`config.mk`:
```
export PLATFORM = sky130hd
export DESIGN_NAME = timer_wave_ctl
export DESIGN_NICKNAME = d
export VERILOG_FILES = /design/src/timer_pkg.sv /design/src/tick_if.sv /design/src/timer_prescaler.sv /design/src/timer_wave_ctl.sv
export SDC_FILE = /design/constraint.sdc
export NUM_CORES = 1
export LEC_CHECK = 0
export BUFFER_PORTS_ARGS = -buffer_cell sky130_fd_sc_hd__buf_2
export CAP_MARGIN = 5
export CORE_MARGIN = 10
export CORE_UTILIZATION = 32
export CTS_BUF_LIST = sky130_fd_sc_hd__clkbuf_4 sky130_fd_sc_hd__clkbuf_8
export CTS_CLUSTER_SIZE = 20
export DETAILED_ROUTE_END_ITERATION = 16
export GPL_ROUTABILITY_DRIVEN = 0
export GPL_TIMING_DRIVEN = 0
export HOLD_SLACK_MARGIN = 0.05
export SYNTH_ARGS = -nofsm -noshare
export SYNTH_HDL_FRONTEND = slang
export SYNTH_SLANG_ARGS = --single-unit
```
`constraint.sdc`:
```
create_clock -name clk_i -period 5.37 [get_ports clk_i]
set_clock_uncertainty 0.15 [all_clocks]
set_input_delay 0.537 -clock clk_i [delete_from_list [all_inputs] [get_ports clk_i]]
set_output_delay 0.537 -clock clk_i [all_outputs]
set_load 0.05 [all_outputs]
```
`src/timer_pkg.sv`:
```
// constants, register map and types for the timer clock and waveform block
//
// Function
// - timer source is the system clock after reset, the oscillator pin when async is set
// - async select detaches both oscillator pins from their port function
// - external clock enable accepts a driven clock on the oscillator input pin
// - prescaler offers source divided by 8, 32, 64, 128, 256, 1024, undivided or stop
// - writing one to the prescaler reset bit clears the prescaler
// - nonzero compare mode lets the compare output override the port pin
// - non-PWM modes: 00 off, 01 toggle, 10 clear, 11 set on match
// - fast PWM channel A: 10 clear/set at bottom, 11 inverse, 01 toggle if mode bit
// - fast PWM channel B: 01 reserved, 10 non-inverting, 11 inverting
// - fast PWM: compare equal to top with high mode bit ignores the match
// - phase correct channel A: 10 clear up set down, 11 opposite, 01 toggle if bit
// - phase correct channel B: 01 reserved, 10 clear up set down, 11 opposite
// - phase correct: compare equal to top with high mode bit acts at top
// - control A bits 3:2 are reserved, ignore writes and read zero
// - two low mode bits plus the high bit form a three-bit waveform mode
// - modes 0, 1, 3 use top 0xff with their update and overflow points
// - modes 2, 5, 7 use compare A as top; modes 4 and 6 reserved
// - clock select 000 stop, 001 undivided, 010 to 111 the six divided clocks
// - each compare value is compared continuously with the counter
package timer_pkg;
	// ************************************************************
	// register map (byte addresses)
	// ************************************************************
	localparam logic [7:0] ADDR_CTRL_A = 8'hb0;
	localparam logic [7:0] ADDR_CTRL_B = 8'hb1;
	localparam logic [7:0] ADDR_COUNT = 8'hb2;
	localparam logic [7:0] ADDR_CMP_A = 8'hb3;
	localparam logic [7:0] ADDR_CMP_B = 8'hb4;
	localparam logic [7:0] ADDR_ASYNC = 8'hb6;
	localparam logic [7:0] ADDR_GEN = 8'hc0;
	localparam logic [7:0] RESET_VAL = 8'h00;
	localparam logic [7:0] CTRL_A_MASK = 8'hf3;
	localparam logic [7:0] CTRL_B_MASK = 8'h0f;
	localparam logic [7:0] ASYNC_MASK = 8'h60;
	localparam int BIT_EXT_CLK = 6;
	localparam int BIT_ASYNC = 5;
	localparam int BIT_PSR = 1;
	localparam int BIT_MODE_HI = 3;
	localparam logic [7:0] VAL_MAX = 8'hff;
	localparam logic [7:0] VAL_BOTTOM = 8'h00;
	localparam int PRESCALE_W = 10;
	localparam int PS_TAP_8 = 2;
	localparam int PS_TAP_32 = 4;
	localparam int PS_TAP_64 = 5;
	localparam int PS_TAP_128 = 6;
	localparam int PS_TAP_256 = 7;
	localparam int PS_TAP_1024 = 9;

	// ************************************************************
	// encodings
	// ************************************************************
	localparam logic [1:0] COM_OFF = 2'h0;
	localparam logic [1:0] COM_TOGGLE = 2'h1;
	localparam logic [1:0] COM_CLEAR = 2'h2;
	localparam logic [1:0] COM_SET = 2'h3;
	localparam logic [2:0] WM_NORMAL = 3'h0;
	localparam logic [2:0] WM_PC_FF = 3'h1;
	localparam logic [2:0] WM_CTC = 3'h2;
	localparam logic [2:0] WM_FAST_FF = 3'h3;
	localparam logic [2:0] WM_PC_CMP = 3'h5;
	localparam logic [2:0] WM_FAST_CMP = 3'h7;

	typedef enum logic [2:0] {
		KIND_NONPWM = 3'b001,
		KIND_FAST = 3'b010,
		KIND_PHASE = 3'b100
	} wave_kind_type;
endpackage

```
`src/tick_if.sv`:
```
// timer tick carried from the prescaler to the counter
`timescale 1ns/10ps
interface tick_if;
	logic tick;
	logic src_clk_sel;
	logic [2:0] clk_sel;
	logic psr_clear;
	modport source (output tick, input src_clk_sel, input clk_sel, input psr_clear);
	modport sink (input tick, output src_clk_sel, output clk_sel, output psr_clear);
endinterface

```
`src/timer_prescaler.sv`:
```
// prescaler: source clock select and divided timer tick
`timescale 1ns/10ps
module timer_prescaler (
	input wire logic clk_i,
	input wire logic rstn_i,
	input wire logic osc_in_pin_i,
	tick_if.source tk
);
	logic osc_s1_ff;
	logic osc_s2_ff;
	logic osc_s3_ff;
	logic src_tick;
	logic [timer_pkg::PRESCALE_W-1:0] div_ff;
	logic [timer_pkg::PRESCALE_W-1:0] nxt_div;
	logic tick_ff;
	logic sel_tap;

	// oscillator pin is sampled; the rising edge is one source tick
	always_ff @(posedge clk_i or negedge rstn_i) begin
		if (!rstn_i) begin
			osc_s1_ff <= 1'b0;
			osc_s2_ff <= 1'b0;
			osc_s3_ff <= 1'b0;
		end else begin
			osc_s1_ff <= osc_in_pin_i;
			osc_s2_ff <= osc_s1_ff;
			osc_s3_ff <= osc_s2_ff;
		end
	end

	// system clock by default, oscillator edges when async is selected
	assign src_tick = tk.src_clk_sel ? (osc_s2_ff & ~osc_s3_ff) : 1'b1;

	assign nxt_div = div_ff + {{(timer_pkg::PRESCALE_W-1){1'b0}}, 1'b1};

	always_ff @(posedge clk_i or negedge rstn_i) begin
		if (!rstn_i) begin
			div_ff <= '0;
		end else if (tk.psr_clear) begin
			div_ff <= '0;
		end else if (src_tick) begin
			div_ff <= nxt_div;
		end
	end

	// a tap fires when all bits below and including it roll to zero next
	always_comb begin
		case (tk.clk_sel)
			3'h0: sel_tap = 1'b0;
			3'h1: sel_tap = 1'b1;
			3'h2: sel_tap = &div_ff[timer_pkg::PS_TAP_8:0];
			3'h3: sel_tap = &div_ff[timer_pkg::PS_TAP_32:0];
			3'h4: sel_tap = &div_ff[timer_pkg::PS_TAP_64:0];
			3'h5: sel_tap = &div_ff[timer_pkg::PS_TAP_128:0];
			3'h6: sel_tap = &div_ff[timer_pkg::PS_TAP_256:0];
			default: sel_tap = &div_ff[timer_pkg::PS_TAP_1024:0];
		endcase
	end

	always_ff @(posedge clk_i or negedge rstn_i) begin
		if (!rstn_i) begin
			tick_ff <= 1'b0;
		end else begin
			tick_ff <= src_tick & sel_tap & ~tk.psr_clear;
		end
	end

	assign tk.tick = tick_ff;
endmodule

```
`src/timer_wave_ctl.sv`:
```
// timer control registers over apb, counter, compare and waveform outputs
//
// Chosen here: the APB slave port.
`timescale 1ns/10ps
module timer_wave_ctl (
	input wire logic clk_i,
	input wire logic rstn_i,
	input wire logic psel_i,
	input wire logic penable_i,
	input wire logic pwrite_i,
	input wire logic [31:0] paddr_i,
	input wire logic [31:0] pwdata_i,
	input wire logic [3:0] pstrb_i,
	output logic [31:0] prdata_o,
	output logic pready_o,
	output logic pslverr_o,
	input wire logic osc_in_pin_i,
	output logic osc_pins_detach_o,
	output logic osc_ext_clock_o,
	output logic compare_out_a_o,
	output logic compare_out_b_o,
	output logic out_a_override_o,
	output logic out_b_override_o,
	output logic overflow_flag_o,
	output logic match_a_o,
	output logic match_b_o
);
	// ************************************************************
	// registers
	// ************************************************************
	logic [7:0] ctrl_a_ff;
	logic [7:0] ctrl_b_ff;
	logic [7:0] async_ff;
	logic [7:0] counter_value_ff;
	logic [7:0] compare_value_a_ff;
	logic [7:0] compare_value_b_ff;
	logic [7:0] cmp_a_buf_ff;
	logic [7:0] cmp_b_buf_ff;
	logic count_down_ff;
	logic out_a_ff;
	logic out_b_ff;
	logic ovf_ff;
	logic hit_a_ff;
	logic hit_b_ff;
	logic [31:0] prdata_ff;
	logic [7:0] waddr;
	logic wr_en;
	logic rd_en;
	logic addr_ok;
	logic psr_wr;
	logic [7:0] rd_val;

	// ************************************************************
	// mode decode
	// ************************************************************
	logic [2:0] waveform_mode;
	logic [1:0] out_a_compare_mode;
	logic [1:0] out_b_compare_mode;
	logic [2:0] clock_select_field;
	timer_pkg::wave_kind_type kind;
	logic top_is_cmp;
	logic [7:0] top_val;
	logic at_top;
	logic at_bottom;
	logic tick;
	logic match_a;
	logic match_b;
	logic [7:0] nxt_count;
	logic nxt_down;
	logic upd_now;
	logic ovf_now;

	tick_if tk ();

	timer_prescaler u_prescaler (
		.clk_i(clk_i),
		.rstn_i(rstn_i),
		.osc_in_pin_i(osc_in_pin_i),
		.tk(tk)
	);

	assign waveform_mode = {ctrl_b_ff[timer_pkg::BIT_MODE_HI], ctrl_a_ff[1:0]};
	assign out_a_compare_mode = ctrl_a_ff[7:6];
	assign out_b_compare_mode = ctrl_a_ff[5:4];
	assign clock_select_field = ctrl_b_ff[2:0];

	assign tk.src_clk_sel = async_ff[timer_pkg::BIT_ASYNC];
	assign tk.clk_sel = clock_select_field;
	assign tk.psr_clear = psr_wr;
	assign tick = tk.tick;

	// reserved modes 4 and 6 behave as normal counting
	always_comb begin
		case (waveform_mode)
			timer_pkg::WM_PC_FF: kind = timer_pkg::KIND_PHASE;
			timer_pkg::WM_PC_CMP: kind = timer_pkg::KIND_PHASE;
			timer_pkg::WM_FAST_FF: kind = timer_pkg::KIND_FAST;
			timer_pkg::WM_FAST_CMP: kind = timer_pkg::KIND_FAST;
			default: kind = timer_pkg::KIND_NONPWM;
		endcase
	end

	assign top_is_cmp = (waveform_mode == timer_pkg::WM_CTC) ||
		(waveform_mode == timer_pkg::WM_PC_CMP) ||
		(waveform_mode == timer_pkg::WM_FAST_CMP);
	assign top_val = top_is_cmp ? compare_value_a_ff : timer_pkg::VAL_MAX;
	assign at_top = (counter_value_ff == top_val);
	assign at_bottom = (counter_value_ff == timer_pkg::VAL_BOTTOM);
	assign match_a = (counter_value_ff == compare_value_a_ff);
	assign match_b = (counter_value_ff == compare_value_b_ff);

	assign osc_pins_detach_o = async_ff[timer_pkg::BIT_ASYNC];
	assign osc_ext_clock_o = async_ff[timer_pkg::BIT_ASYNC] &
		async_ff[timer_pkg::BIT_EXT_CLK];
	assign out_a_override_o = |out_a_compare_mode;
	assign out_b_override_o = |out_b_compare_mode;

	// ************************************************************
	// apb slave, zero wait states
	// ************************************************************
	assign waddr = paddr_i[7:0];
	assign wr_en = psel_i & penable_i & pwrite_i & pstrb_i[0];
	assign rd_en = psel_i & penable_i & ~pwrite_i;
	assign pready_o = 1'b1;
	assign psr_wr = wr_en && addr_ok && (waddr == timer_pkg::ADDR_GEN) &&
		pwdata_i[timer_pkg::BIT_PSR];

	always_comb begin
		addr_ok = (paddr_i[31:8] == 24'h000000);
		if (waddr == timer_pkg::ADDR_CTRL_A) begin
			rd_val = ctrl_a_ff;
		end else if (waddr == timer_pkg::ADDR_CTRL_B) begin
			rd_val = ctrl_b_ff;
		end else if (waddr == timer_pkg::ADDR_COUNT) begin
			rd_val = counter_value_ff;
		end else if (waddr == timer_pkg::ADDR_CMP_A) begin
			rd_val = cmp_a_buf_ff;
		end else if (waddr == timer_pkg::ADDR_CMP_B) begin
			rd_val = cmp_b_buf_ff;
		end else if (waddr == timer_pkg::ADDR_ASYNC) begin
			rd_val = async_ff;
		end else if (waddr == timer_pkg::ADDR_GEN) begin
			rd_val = timer_pkg::RESET_VAL;
		end else begin
			rd_val = timer_pkg::RESET_VAL;
			addr_ok = 1'b0;
		end
	end

	assign pslverr_o = psel_i & penable_i & ~addr_ok;

	always_ff @(posedge clk_i or negedge rstn_i) begin
		if (!rstn_i) begin
			prdata_ff <= '0;
		end else if (psel_i & ~penable_i & ~pwrite_i) begin
			prdata_ff <= {24'h000000, rd_val};
		end
	end
	assign prdata_o = rd_en ? prdata_ff : 32'h00000000;

	always_ff @(posedge clk_i or negedge rstn_i) begin
		if (!rstn_i) begin
			ctrl_a_ff <= timer_pkg::RESET_VAL;
			ctrl_b_ff <= timer_pkg::RESET_VAL;
			async_ff <= timer_pkg::RESET_VAL;
			cmp_a_buf_ff <= timer_pkg::RESET_VAL;
			cmp_b_buf_ff <= timer_pkg::RESET_VAL;
		end else if (wr_en && addr_ok) begin
			if (waddr == timer_pkg::ADDR_CTRL_A) begin
				ctrl_a_ff <= pwdata_i[7:0] & timer_pkg::CTRL_A_MASK;
			end else if (waddr == timer_pkg::ADDR_CTRL_B) begin
				ctrl_b_ff <= pwdata_i[7:0] & timer_pkg::CTRL_B_MASK;
			end else if (waddr == timer_pkg::ADDR_CMP_A) begin
				cmp_a_buf_ff <= pwdata_i[7:0];
			end else if (waddr == timer_pkg::ADDR_CMP_B) begin
				cmp_b_buf_ff <= pwdata_i[7:0];
			end else if (waddr == timer_pkg::ADDR_ASYNC) begin
				async_ff <= pwdata_i[7:0] & timer_pkg::ASYNC_MASK;
			end
		end
	end

	// ************************************************************
	// compare register update point
	// ************************************************************
	always_comb begin
		case (kind)
			timer_pkg::KIND_PHASE: upd_now = tick & at_top;
			timer_pkg::KIND_FAST: upd_now = tick & at_bottom;
			default: upd_now = 1'b1;
		endcase
	end

	always_ff @(posedge clk_i or negedge rstn_i) begin
		if (!rstn_i) begin
			compare_value_a_ff <= timer_pkg::RESET_VAL;
			compare_value_b_ff <= timer_pkg::RESET_VAL;
		end else if (upd_now) begin
			compare_value_a_ff <= cmp_a_buf_ff;
			compare_value_b_ff <= cmp_b_buf_ff;
		end
	end

	// ************************************************************
	// counter
	// ************************************************************
	always_comb begin
		nxt_down = count_down_ff;
		nxt_count = counter_value_ff + 8'h01;
		case (kind)
			timer_pkg::KIND_PHASE: begin
				// turn at top and bottom so the direction of a match is known
				if (count_down_ff && at_bottom) begin
					nxt_down = 1'b0;
					nxt_count = counter_value_ff + 8'h01;
				end else if (!count_down_ff && at_top) begin
					nxt_down = 1'b1;
					nxt_count = counter_value_ff - 8'h01;
				end else if (count_down_ff) begin
					nxt_count = counter_value_ff - 8'h01;
				end
			end
			timer_pkg::KIND_FAST: begin
				nxt_down = 1'b0;
				if (at_top) begin
					nxt_count = timer_pkg::VAL_BOTTOM;
				end
			end
			default: begin
				nxt_down = 1'b0;
				if (top_is_cmp && at_top) begin
					nxt_count = timer_pkg::VAL_BOTTOM;
				end
			end
		endcase
	end

	always_comb begin
		case (kind)
			timer_pkg::KIND_PHASE: ovf_now = count_down_ff & at_bottom;
			timer_pkg::KIND_FAST: ovf_now = top_is_cmp ? at_top :
				(counter_value_ff == timer_pkg::VAL_MAX);
			default: ovf_now = (counter_value_ff == timer_pkg::VAL_MAX);
		endcase
	end

	always_ff @(posedge clk_i or negedge rstn_i) begin
		if (!rstn_i) begin
			counter_value_ff <= timer_pkg::RESET_VAL;
			count_down_ff <= 1'b0;
		end else if (wr_en && addr_ok && (waddr == timer_pkg::ADDR_COUNT)) begin
			counter_value_ff <= pwdata_i[7:0];
		end else if (tick) begin
			counter_value_ff <= nxt_count;
			count_down_ff <= nxt_down;
		end
	end

	always_ff @(posedge clk_i or negedge rstn_i) begin
		if (!rstn_i) begin
			ovf_ff <= 1'b0;
			hit_a_ff <= 1'b0;
			hit_b_ff <= 1'b0;
		end else begin
			ovf_ff <= tick & ovf_now;
			hit_a_ff <= tick & match_a;
			hit_b_ff <= tick & match_b;
		end
	end
	assign overflow_flag_o = ovf_ff;
	assign match_a_o = hit_a_ff;
	assign match_b_o = hit_b_ff;

	// ************************************************************
	// waveform outputs
	// ************************************************************
	function automatic logic wave_next(
		input logic cur,
		input logic [1:0] com,
		input timer_pkg::wave_kind_type k,
		input logic chan_a,
		input logic mode_hi,
		input logic hit,
		input logic cmp_at_top,
		input logic bot,
		input logic top,
		input logic down
	);
		logic r;
		logic hit_ok;
		r = cur;
		hit_ok = hit & ~(cmp_at_top & com[1] & (k != timer_pkg::KIND_NONPWM));
		case (k)
			timer_pkg::KIND_FAST: begin
				if (com == timer_pkg::COM_TOGGLE) begin
					if (chan_a && mode_hi && hit) r = ~cur;
				end else if (com[1]) begin
					// the bottom action lands as the count wraps from top, so a
					// compare of zero still gives a one-cycle pulse
					if (top) r = (com == timer_pkg::COM_CLEAR);
					else if (hit_ok) r = (com == timer_pkg::COM_SET);
				end
			end
			timer_pkg::KIND_PHASE: begin
				if (com == timer_pkg::COM_TOGGLE) begin
					if (chan_a && mode_hi && hit) r = ~cur;
				end else if (com[1]) begin
					// a compare at top holds the down-counting level; a match at
					// bottom counts as up-counting, so zero keeps the non-inverting output low
					if (cmp_at_top && top) r = (com == timer_pkg::COM_CLEAR);
					else if (hit_ok) r = (com == timer_pkg::COM_SET) ^ (down & ~bot);
				end
			end
			default: begin
				case (com)
					timer_pkg::COM_TOGGLE: if (hit) r = ~cur;
					timer_pkg::COM_CLEAR: if (hit) r = 1'b0;
					timer_pkg::COM_SET: if (hit) r = 1'b1;
					default: r = cur;
				endcase
			end
		endcase
		return r;
	endfunction

	always_ff @(posedge clk_i or negedge rstn_i) begin
		if (!rstn_i) begin
			out_a_ff <= 1'b0;
			out_b_ff <= 1'b0;
		end else if (tick) begin
			out_a_ff <= wave_next(out_a_ff, out_a_compare_mode, kind, 1'b1,
				waveform_mode[2], match_a, compare_value_a_ff == top_val,
				at_bottom, at_top, count_down_ff);
			out_b_ff <= wave_next(out_b_ff, out_b_compare_mode, kind, 1'b0,
				waveform_mode[2], match_b, compare_value_b_ff == top_val,
				at_bottom, at_top, count_down_ff);
		end
	end

	assign compare_out_a_o = out_a_ff & out_a_override_o;
	assign compare_out_b_o = out_b_ff & out_b_override_o;
endmodule

```
### Word level (Yosys, flattened, before mapping)

Index checks and enable logic that the tools add are counted.

* bits in registers: 80
* latch bits: 0
* RAM bits: 0
* memory bits (read-only): 0
* input port bits: 74
* output and inout bits: 43
* memories: 0

* add/subtract/negate cells: 3
* multipliers: 0
* divide/modulo/power cells: 0
* order comparisons: 0
* equal/unequal tests: 50
* shifts and indexed selects: 0
* mux-type cells: 61
* bitwise logic cells: 43
* reductions and logical operators: 38

Operators by type and width (count)
* 8-bit 2-to-1 mux: 14
* 8-bit equality test (second input constant): 8
* 8-bit equality test: 5
* 1-bit 2-to-1 mux: 35
* 1-bit AND: 26
* 24-bit logical NOT: 1
* 10-bit 2-to-1 mux: 2
* 4-bit by 2-bit != test with 1-bit output (second input constant): 5
* 3-bit equality test (second input constant): 6
* 8-bit one-hot mux with 2 select lines: 1
* 3-bit by 2-bit equality test with 1-bit output (second input constant): 5
* 3-bit != test (second input constant): 5
* 1-bit inverter: 15
* 6-bit AND reduction: 2
* 11-bit AND reduction: 1
* 10-bit by 1-bit adder with 10-bit output (second input constant): 1
* 1-bit logical AND: 10
* 2-bit != test (second input constant): 5
* 10-bit AND reduction: 1
* 5-bit AND reduction: 2
* 5-bit nonzero test: 2
* 3-bit AND reduction: 3
* 9-bit AND reduction: 1
* 8-bit by 1-bit adder with 8-bit output (second input constant): 1
* 22 further kinds: 38

### Depth between registers and ports, before layout

* depth in word-level cells: 14
* gate-level depth with buffers: 12
* depth with buffers taken out: 10

### By module

Synthesis repeated with hierarchy kept, for this count alone.

* cell total of the unflattened synthesis: 605
* area, all modules: 5495.3 um2

Modules (own cells, without submodules)
* timer_wave_ctl: times used 1, cells each 533, area an instance 4764.6 um2
* timer_prescaler: times used 1, cells each 72, area an instance 730.7 um2

### Worst setup path after synthesis

No wires, ideal clock.

* kind: register -> register
* start: register ctrl_b_ff[3]
* end: register compare_value_a_ff[6]
* setup time: 128 ps
* arrival: 2387 ps
* data required time: 5092 ps
* path slack: 2706 ps
* stages on the path, launching flop included: 11
* buffers on the path: 3
* period minus slack after synthesis: 2664 ps
* path through: dfrtp_1 -> buf_6 -> or3b_1 -> buf_2 -> and3_1 -> a31o_2 -> nand3_1 -> mux2i_1 -> a21oi_2 -> buf_4 -> mux2_1

* cells in the longest elaborated chain, start to end: 7
* elaborated cells between the ends (all ways): 16

RTL lines
* start: declaration: RTL line timer_wave_ctl.sv:32 `logic [7:0] ctrl_b_ff;`
* start signal: assignment: RTL line timer_wave_ctl.sv:164 `ctrl_b_ff <= timer_pkg::RESET_VAL;`
* start signal: assignment: RTL line timer_wave_ctl.sv:172 `ctrl_b_ff <= pwdata_i[7:0] & timer_pkg::CTRL_B_MASK;`
* 3-bit by 2-bit equality test with 1-bit output / 3-bit equality test (equally long branches): RTL line timer_wave_ctl.sv:103, timer_wave_ctl.sv:94, timer_wave_ctl.sv:104
* 1-bit logical OR: RTL line timer_wave_ctl.sv:103 `assign top_is_cmp = (waveform_mode == timer_pkg::WM_CTC) ||`
* 1-bit logical OR: RTL line timer_wave_ctl.sv:104 `(waveform_mode == timer_pkg::WM_PC_CMP) ||`
* 8-bit 2-to-1 mux: RTL line timer_wave_ctl.sv:106 `assign top_val = top_is_cmp ? compare_value_a_ff : timer_pkg::VAL_MAX;`
* 8-bit equality test: RTL line timer_wave_ctl.sv:107 `assign at_top = (counter_value_ff == top_val);`
* 1-bit AND: RTL line timer_wave_ctl.sv:188 `timer_pkg::KIND_PHASE: upd_now = tick & at_top;`
* 1-bit one-hot mux with 2 select lines *: RTL line timer_wave_ctl.sv:187 `case (kind)`
* end signal: assignment: RTL line timer_wave_ctl.sv:196 `compare_value_a_ff <= timer_pkg::RESET_VAL;`
* end signal: assignment: RTL line timer_wave_ctl.sv:199 `compare_value_a_ff <= cmp_a_buf_ff;`
* end: declaration: RTL line timer_wave_ctl.sv:35 `logic [7:0] compare_value_a_ff;`

Mark *: on every way between the ends. The rest lies on a longest branch, timed or not.
A chain may end at the register's enable or synchronous reset.

### Worst setup path after layout

* start: register ctrl_a_ff[0]
* end: register compare_value_b_ff[2]

* cells in the longest elaborated chain, start to end: 7
* elaborated cells between the ends (all ways): 16

RTL lines
* start: declaration: RTL line timer_wave_ctl.sv:31 `logic [7:0] ctrl_a_ff;`
* start signal: assignment: RTL line timer_wave_ctl.sv:163 `ctrl_a_ff <= timer_pkg::RESET_VAL;`
* start signal: assignment: RTL line timer_wave_ctl.sv:170 `ctrl_a_ff <= pwdata_i[7:0] & timer_pkg::CTRL_A_MASK;`
* 3-bit by 2-bit equality test with 1-bit output / 3-bit equality test (equally long branches): RTL line timer_wave_ctl.sv:103, timer_wave_ctl.sv:94, timer_wave_ctl.sv:104
* 1-bit logical OR: RTL line timer_wave_ctl.sv:103
* 1-bit logical OR: RTL line timer_wave_ctl.sv:104
* 8-bit 2-to-1 mux: RTL line timer_wave_ctl.sv:106
* 8-bit equality test: RTL line timer_wave_ctl.sv:107
* 1-bit AND: RTL line timer_wave_ctl.sv:188
* 1-bit one-hot mux with 2 select lines *: RTL line timer_wave_ctl.sv:187
* end signal: assignment: RTL line timer_wave_ctl.sv:197 `compare_value_b_ff <= timer_pkg::RESET_VAL;`
* end signal: assignment: RTL line timer_wave_ctl.sv:200 `compare_value_b_ff <= cmp_b_buf_ff;`
* end: declaration: RTL line timer_wave_ctl.sv:36 `logic [7:0] compare_value_b_ff;`

Marked as above.

==> impl.org <==
** Route
- Topmost layer with routed signal wires :: met4
- The final route contains 4878 vias.
- Met2 WL :: 7.14 mm
- Routed WL :: 16.3 mm
- Routed WL per cell :: 17.5 µm
- Initial detailed-routing violation count :: 498
- Antenna Violating Nets Remaining :: 0
- Avg Vias per Cell :: 5.25
- For this run, the detailed router's first-pass iteration total came to 5.
- Summed over all nets, wire length on met3 after detailed routing comes to 1.24 mm.
- In the routed design, unresolved DRC markers number 0.
- Met1 WL :: 7.63 mm

** Clock network
- In this run the clock root is driven by a clkbuf_8.
- The clock passes through at most 2 buffers.
- Clock tree synthesis found a total of 80 sinks.
- TritonCTS clock tree :: yes
- Depth of the CTS H-tree :: 3
- TritonCTS created 9 clock buffers.
- After clock tree synthesis, the clock-pin slew on the worst setup and hold paths is 0.09 ns.
- In this run, post-CTS repair resized a total of 0 instances.
- Clock latency on the worst-skew pair :: 0.37 ns

** Synth
- Share of synthesized area occupied by flip-flops and latches :: 0.361
- Post-synth top flop :: dfrtp_1
- Avg Cell Area, Syn :: 9.24 µm²
- Synthesis handed over a netlist of 601 instances.
- Synth warnings :: 0
- Of the post-synthesis cell area, the dominant cell type holds 0.361.
- Library cell occupying the most area in the post-synthesis netlist :: dfrtp_1
- Fraction of registers with async set/reset :: 1.00
- The synthesized netlist occupies a cell area of 5550 µm².
- FF+latch count, synth :: 80
- The netlist uses 76 different library cells.
- The synthesized design contains 0 enable-type register cells.
- By area the synthesized netlist is led by dfrtp_1 (36%), mux2_2 (7.5%), ha_1 (4.1%), buf_4 (3.5%), a21oi_1 (3.2%).

** Floorplan
- From bottom edge to top edge, the die measures 152 µm.
- Placeable core region :: 17200 µm²
- Number of placement rows :: 48
- The die is 152 µm wide.
- During I/O placement, the number of pins put on the boundary was 117.
- The initial utilization of the core area, before any placement, comes to 0.323.
- Die Area :: 23000 µm²

** STA
- Setup violations remaining at the end of the flow were counted as 0.
- Post-layout worst setup margin :: 2.32 ns
- Setup repair after global routing left no endpoint under its margin.
- For the pin with the worst max-slew slack, the measured transition is 1.08 ns.
- Number of hold-slack violations in the final timing report :: 0
- In this run the tightest slew margin relative to its limit is 0.274.
- For the finished layout, the period the worst path requires is 3.05 ns.
- The final count of pins violating max slew was 0.
- Of the available clock period, the critical path in the final layout requires 0.568.
- Timing would allow up to 328 MHz.
- For the final routed database, the setup TNS stands at 0 ns.

** GRT
- Entering global routing, the biggest net connects 46 pins.
- Across every metal layer, demand over resource in global routing totals 0.142.
- Via count of the first global-routing pass :: 4673
- Grt ovf :: 0
- Global-route wire length before repair :: 25.8 mm
- Antenna violations before repair :: 0

** Outcome
- The flow ran to the end, and the final reports show no timing, DRC or antenna violations.

** Setup path
- In this design, the critical path's most frequently occurring cell is buf_2.
- Crit Path Max Fanout :: 10
- Data on the critical path is required at its endpoint by 5.47 ns.
- The worst setup path is launched from a flip-flop.
- Longest individual stage delay on the worst path :: 0.42 ns
- Critical path, cell by cell :: buf_2, or3b_1, buf_2, and3_1, a31o_2, nand3_1, mux2i_1, a21oi_2, buf_4, mux2_1
- Critical path class :: reg -> reg
- The critical path contains buffers and inverters numbering 3 combined.
- Capturing element type of the critical path :: flip-flop
- Cell with the largest stage delay on the worst path :: a21oi_2
- For flop-to-flop paths, the worst setup slack is 2.32 ns.
- Critical path's top delay family :: compound AO/OA/AOI/OAI gates
- STA puts the critical path data arrival time at 3.14 ns.

** Place
- Worst setup slack after placement :: 2.03 ns
- HPWL after detailed placement :: 12.3 mm
- Number of buffers added on ports :: 62

** Pwr
- Max VDD drop :: 0.000165 V
- Total power density per cell area :: 188 nW/µm²
- Leakage dissipation :: 3.00 nW

** Hold path
- Kind of path behind the tightest hold check :: in -> reg

** Finish
- For this run, the post-layout net count is 791.
- The repair_antennas step left the layout with diodes totalling 0.
- The area growth from synthesis to layout is 16.6%.
- Commonest non-fill, non-tap cell in the layout :: dfrtp_1
- Commonest cells after routing, fill and taps aside :: dfrtp_1 (80), buf_2 (67), nor2_1 (44), nand2_1 (39), mux2_2 (37)
- In the final layout, the share of cells above drive strength 1 is 0.230.

** Flow run
- Number of max-cap violations :: 0
==> final timing paths <==
check                                       from                     to  cells after the start
setup / recovery                    ctrl_a_ff[0]  compare_value_b_ff[2]                     10
hold / removal                      osc_in_pin_i  u_prescaler.osc_s1_ff                      1
setup reg to reg                    ctrl_a_ff[0]  compare_value_b_ff[2]                     10
hold reg to reg            u_prescaler.osc_s1_ff  u_prescaler.osc_s2_ff                      0
max in group asynchronous                 rstn_i  u_prescaler.div_ff[0]                      3
min in group asynchronous                 rstn_i           prdata_ff[6]                      2
==> worst register-to-register path: stages, from the launching register on <==
cell     delay, ns
dfrtp_1       0.36
buf_2         0.18
or3b_1        0.36
buf_2         0.17
and3_1        0.20
a31o_2        0.27
nand3_1       0.09
mux2i_1       0.10
a21oi_2       0.42
buf_4         0.29
mux2_1        0.34
==> final cells by class <==
class,count,area (µm²)
fillers,1783,10700
multi-input cells,460,3200
flip-flops and latches,80,2000
repair buffers,64,350
plain buffers,56,330
well taps,225,282
clock buffers,12,153
inverters,28,105
clock inverters,4,52.6
==> logic make-up after synthesis <==
| family | count (synthesis) | synth area share |
|---|---|---|
| DFF | 80 | 0.361 |
| other | 2 | 0.00135 |
| and+or+nand+nor | 193 | 0.187 |
| AOI/OAI and AO/OA | 138 | 0.173 |
| adders and majority gates | 18 | 0.0406 |
| xor gates and xnor gates | 29 | 0.0458 |
| muxes | 57 | 0.113 |
| buffers and inverters | 84 | 0.0784 |
==> state kept, by name (all words and copies together) (netlist names), 2 cells and up <==
| name | flops |
|---|---|
| counter_value_ff | 8 |
| ctrl_b_ff | 4 |
| cmp_a_buf_ff | 8 |
| prdata_ff | 8 |
| cmp_b_buf_ff | 8 |
| ctrl_a_ff | 6 |
| compare_value_a_ff | 8 |
| compare_value_b_ff | 8 |
| async_ff | 2 |
| u_prescaler.div_ff | 10 |
==> power breakdown <==
part	switching (W)	total, W	internal (W)	leakage, nW
Combinational	0.0000877	0.000126	0.0000380	1.84
Clock	0.000235	0.000475	0.000240	0.108
Sequential	0.00000405	0.000614	0.000610	1.05
Total	0.000327	0.00121	0.000888	3.00
==> cells in the mapped netlist (3+ instances only) <==
master / count
and4_1: 8
a311oi_1: 3
and3_1: 11
nor2_1: 44
buf_4: 26
dfrtp_1: 80
a31oi_1: 5
o41ai_1: 3
mux2i_1: 11
buf_2: 6
xnor2_1: 16
or4_1: 3
a211o_1: 3
nand2_1: 39
xor2_1: 13
o211ai_1: 4
nand2b_1: 3
nor2b_1: 9
ha_1: 18
o221ai_1: 6
o21a_1: 3
a32oi_1: 4
clkbuf_1: 20
nand3_1: 13
inv_1: 28
a211oi_1: 5
nand4_1: 12
mux2_2: 37
o31ai_1: 4
nor4_1: 9
o21ai_0: 24
a221oi_1: 3
o22ai_1: 5
and2_1: 13
nor3_1: 13
o32a_1: 3
a21oi_1: 36
mux2_1: 9
==> layer usage <==
layer | up-vias | GRT usage
met1 | 2322 | 0.197
met3 | 18 | 0.0345
met4 | 0 | 0.0405
met2 | 194 | 0.214
li1 | 2344 | -
met5 | - | 0
==> what timing repair did <==
item / 4_1_cts / 5_1_grt
hold endpoints to repair: 35 / 0
buffers inserted: 0 / 0
hold buffers: 1 / 0
==> through the flow <==
step,power (W),util,hold slack [ns],area (µm²),std cells
after CTS,0.00123,0.377,0.0946,6470,929
after floorplan,0.000705,-,0.0914,5640,624
after global routing,0.00126,0.377,0.106,6470,929
final,0.00121,0.377,0.120,6470,929
after detailed placement,0.000751,0.364,0.188,6260,912
after global placement,0.000748,0.363,0.183,6230,911
Power figures use the tool's default switching activity.
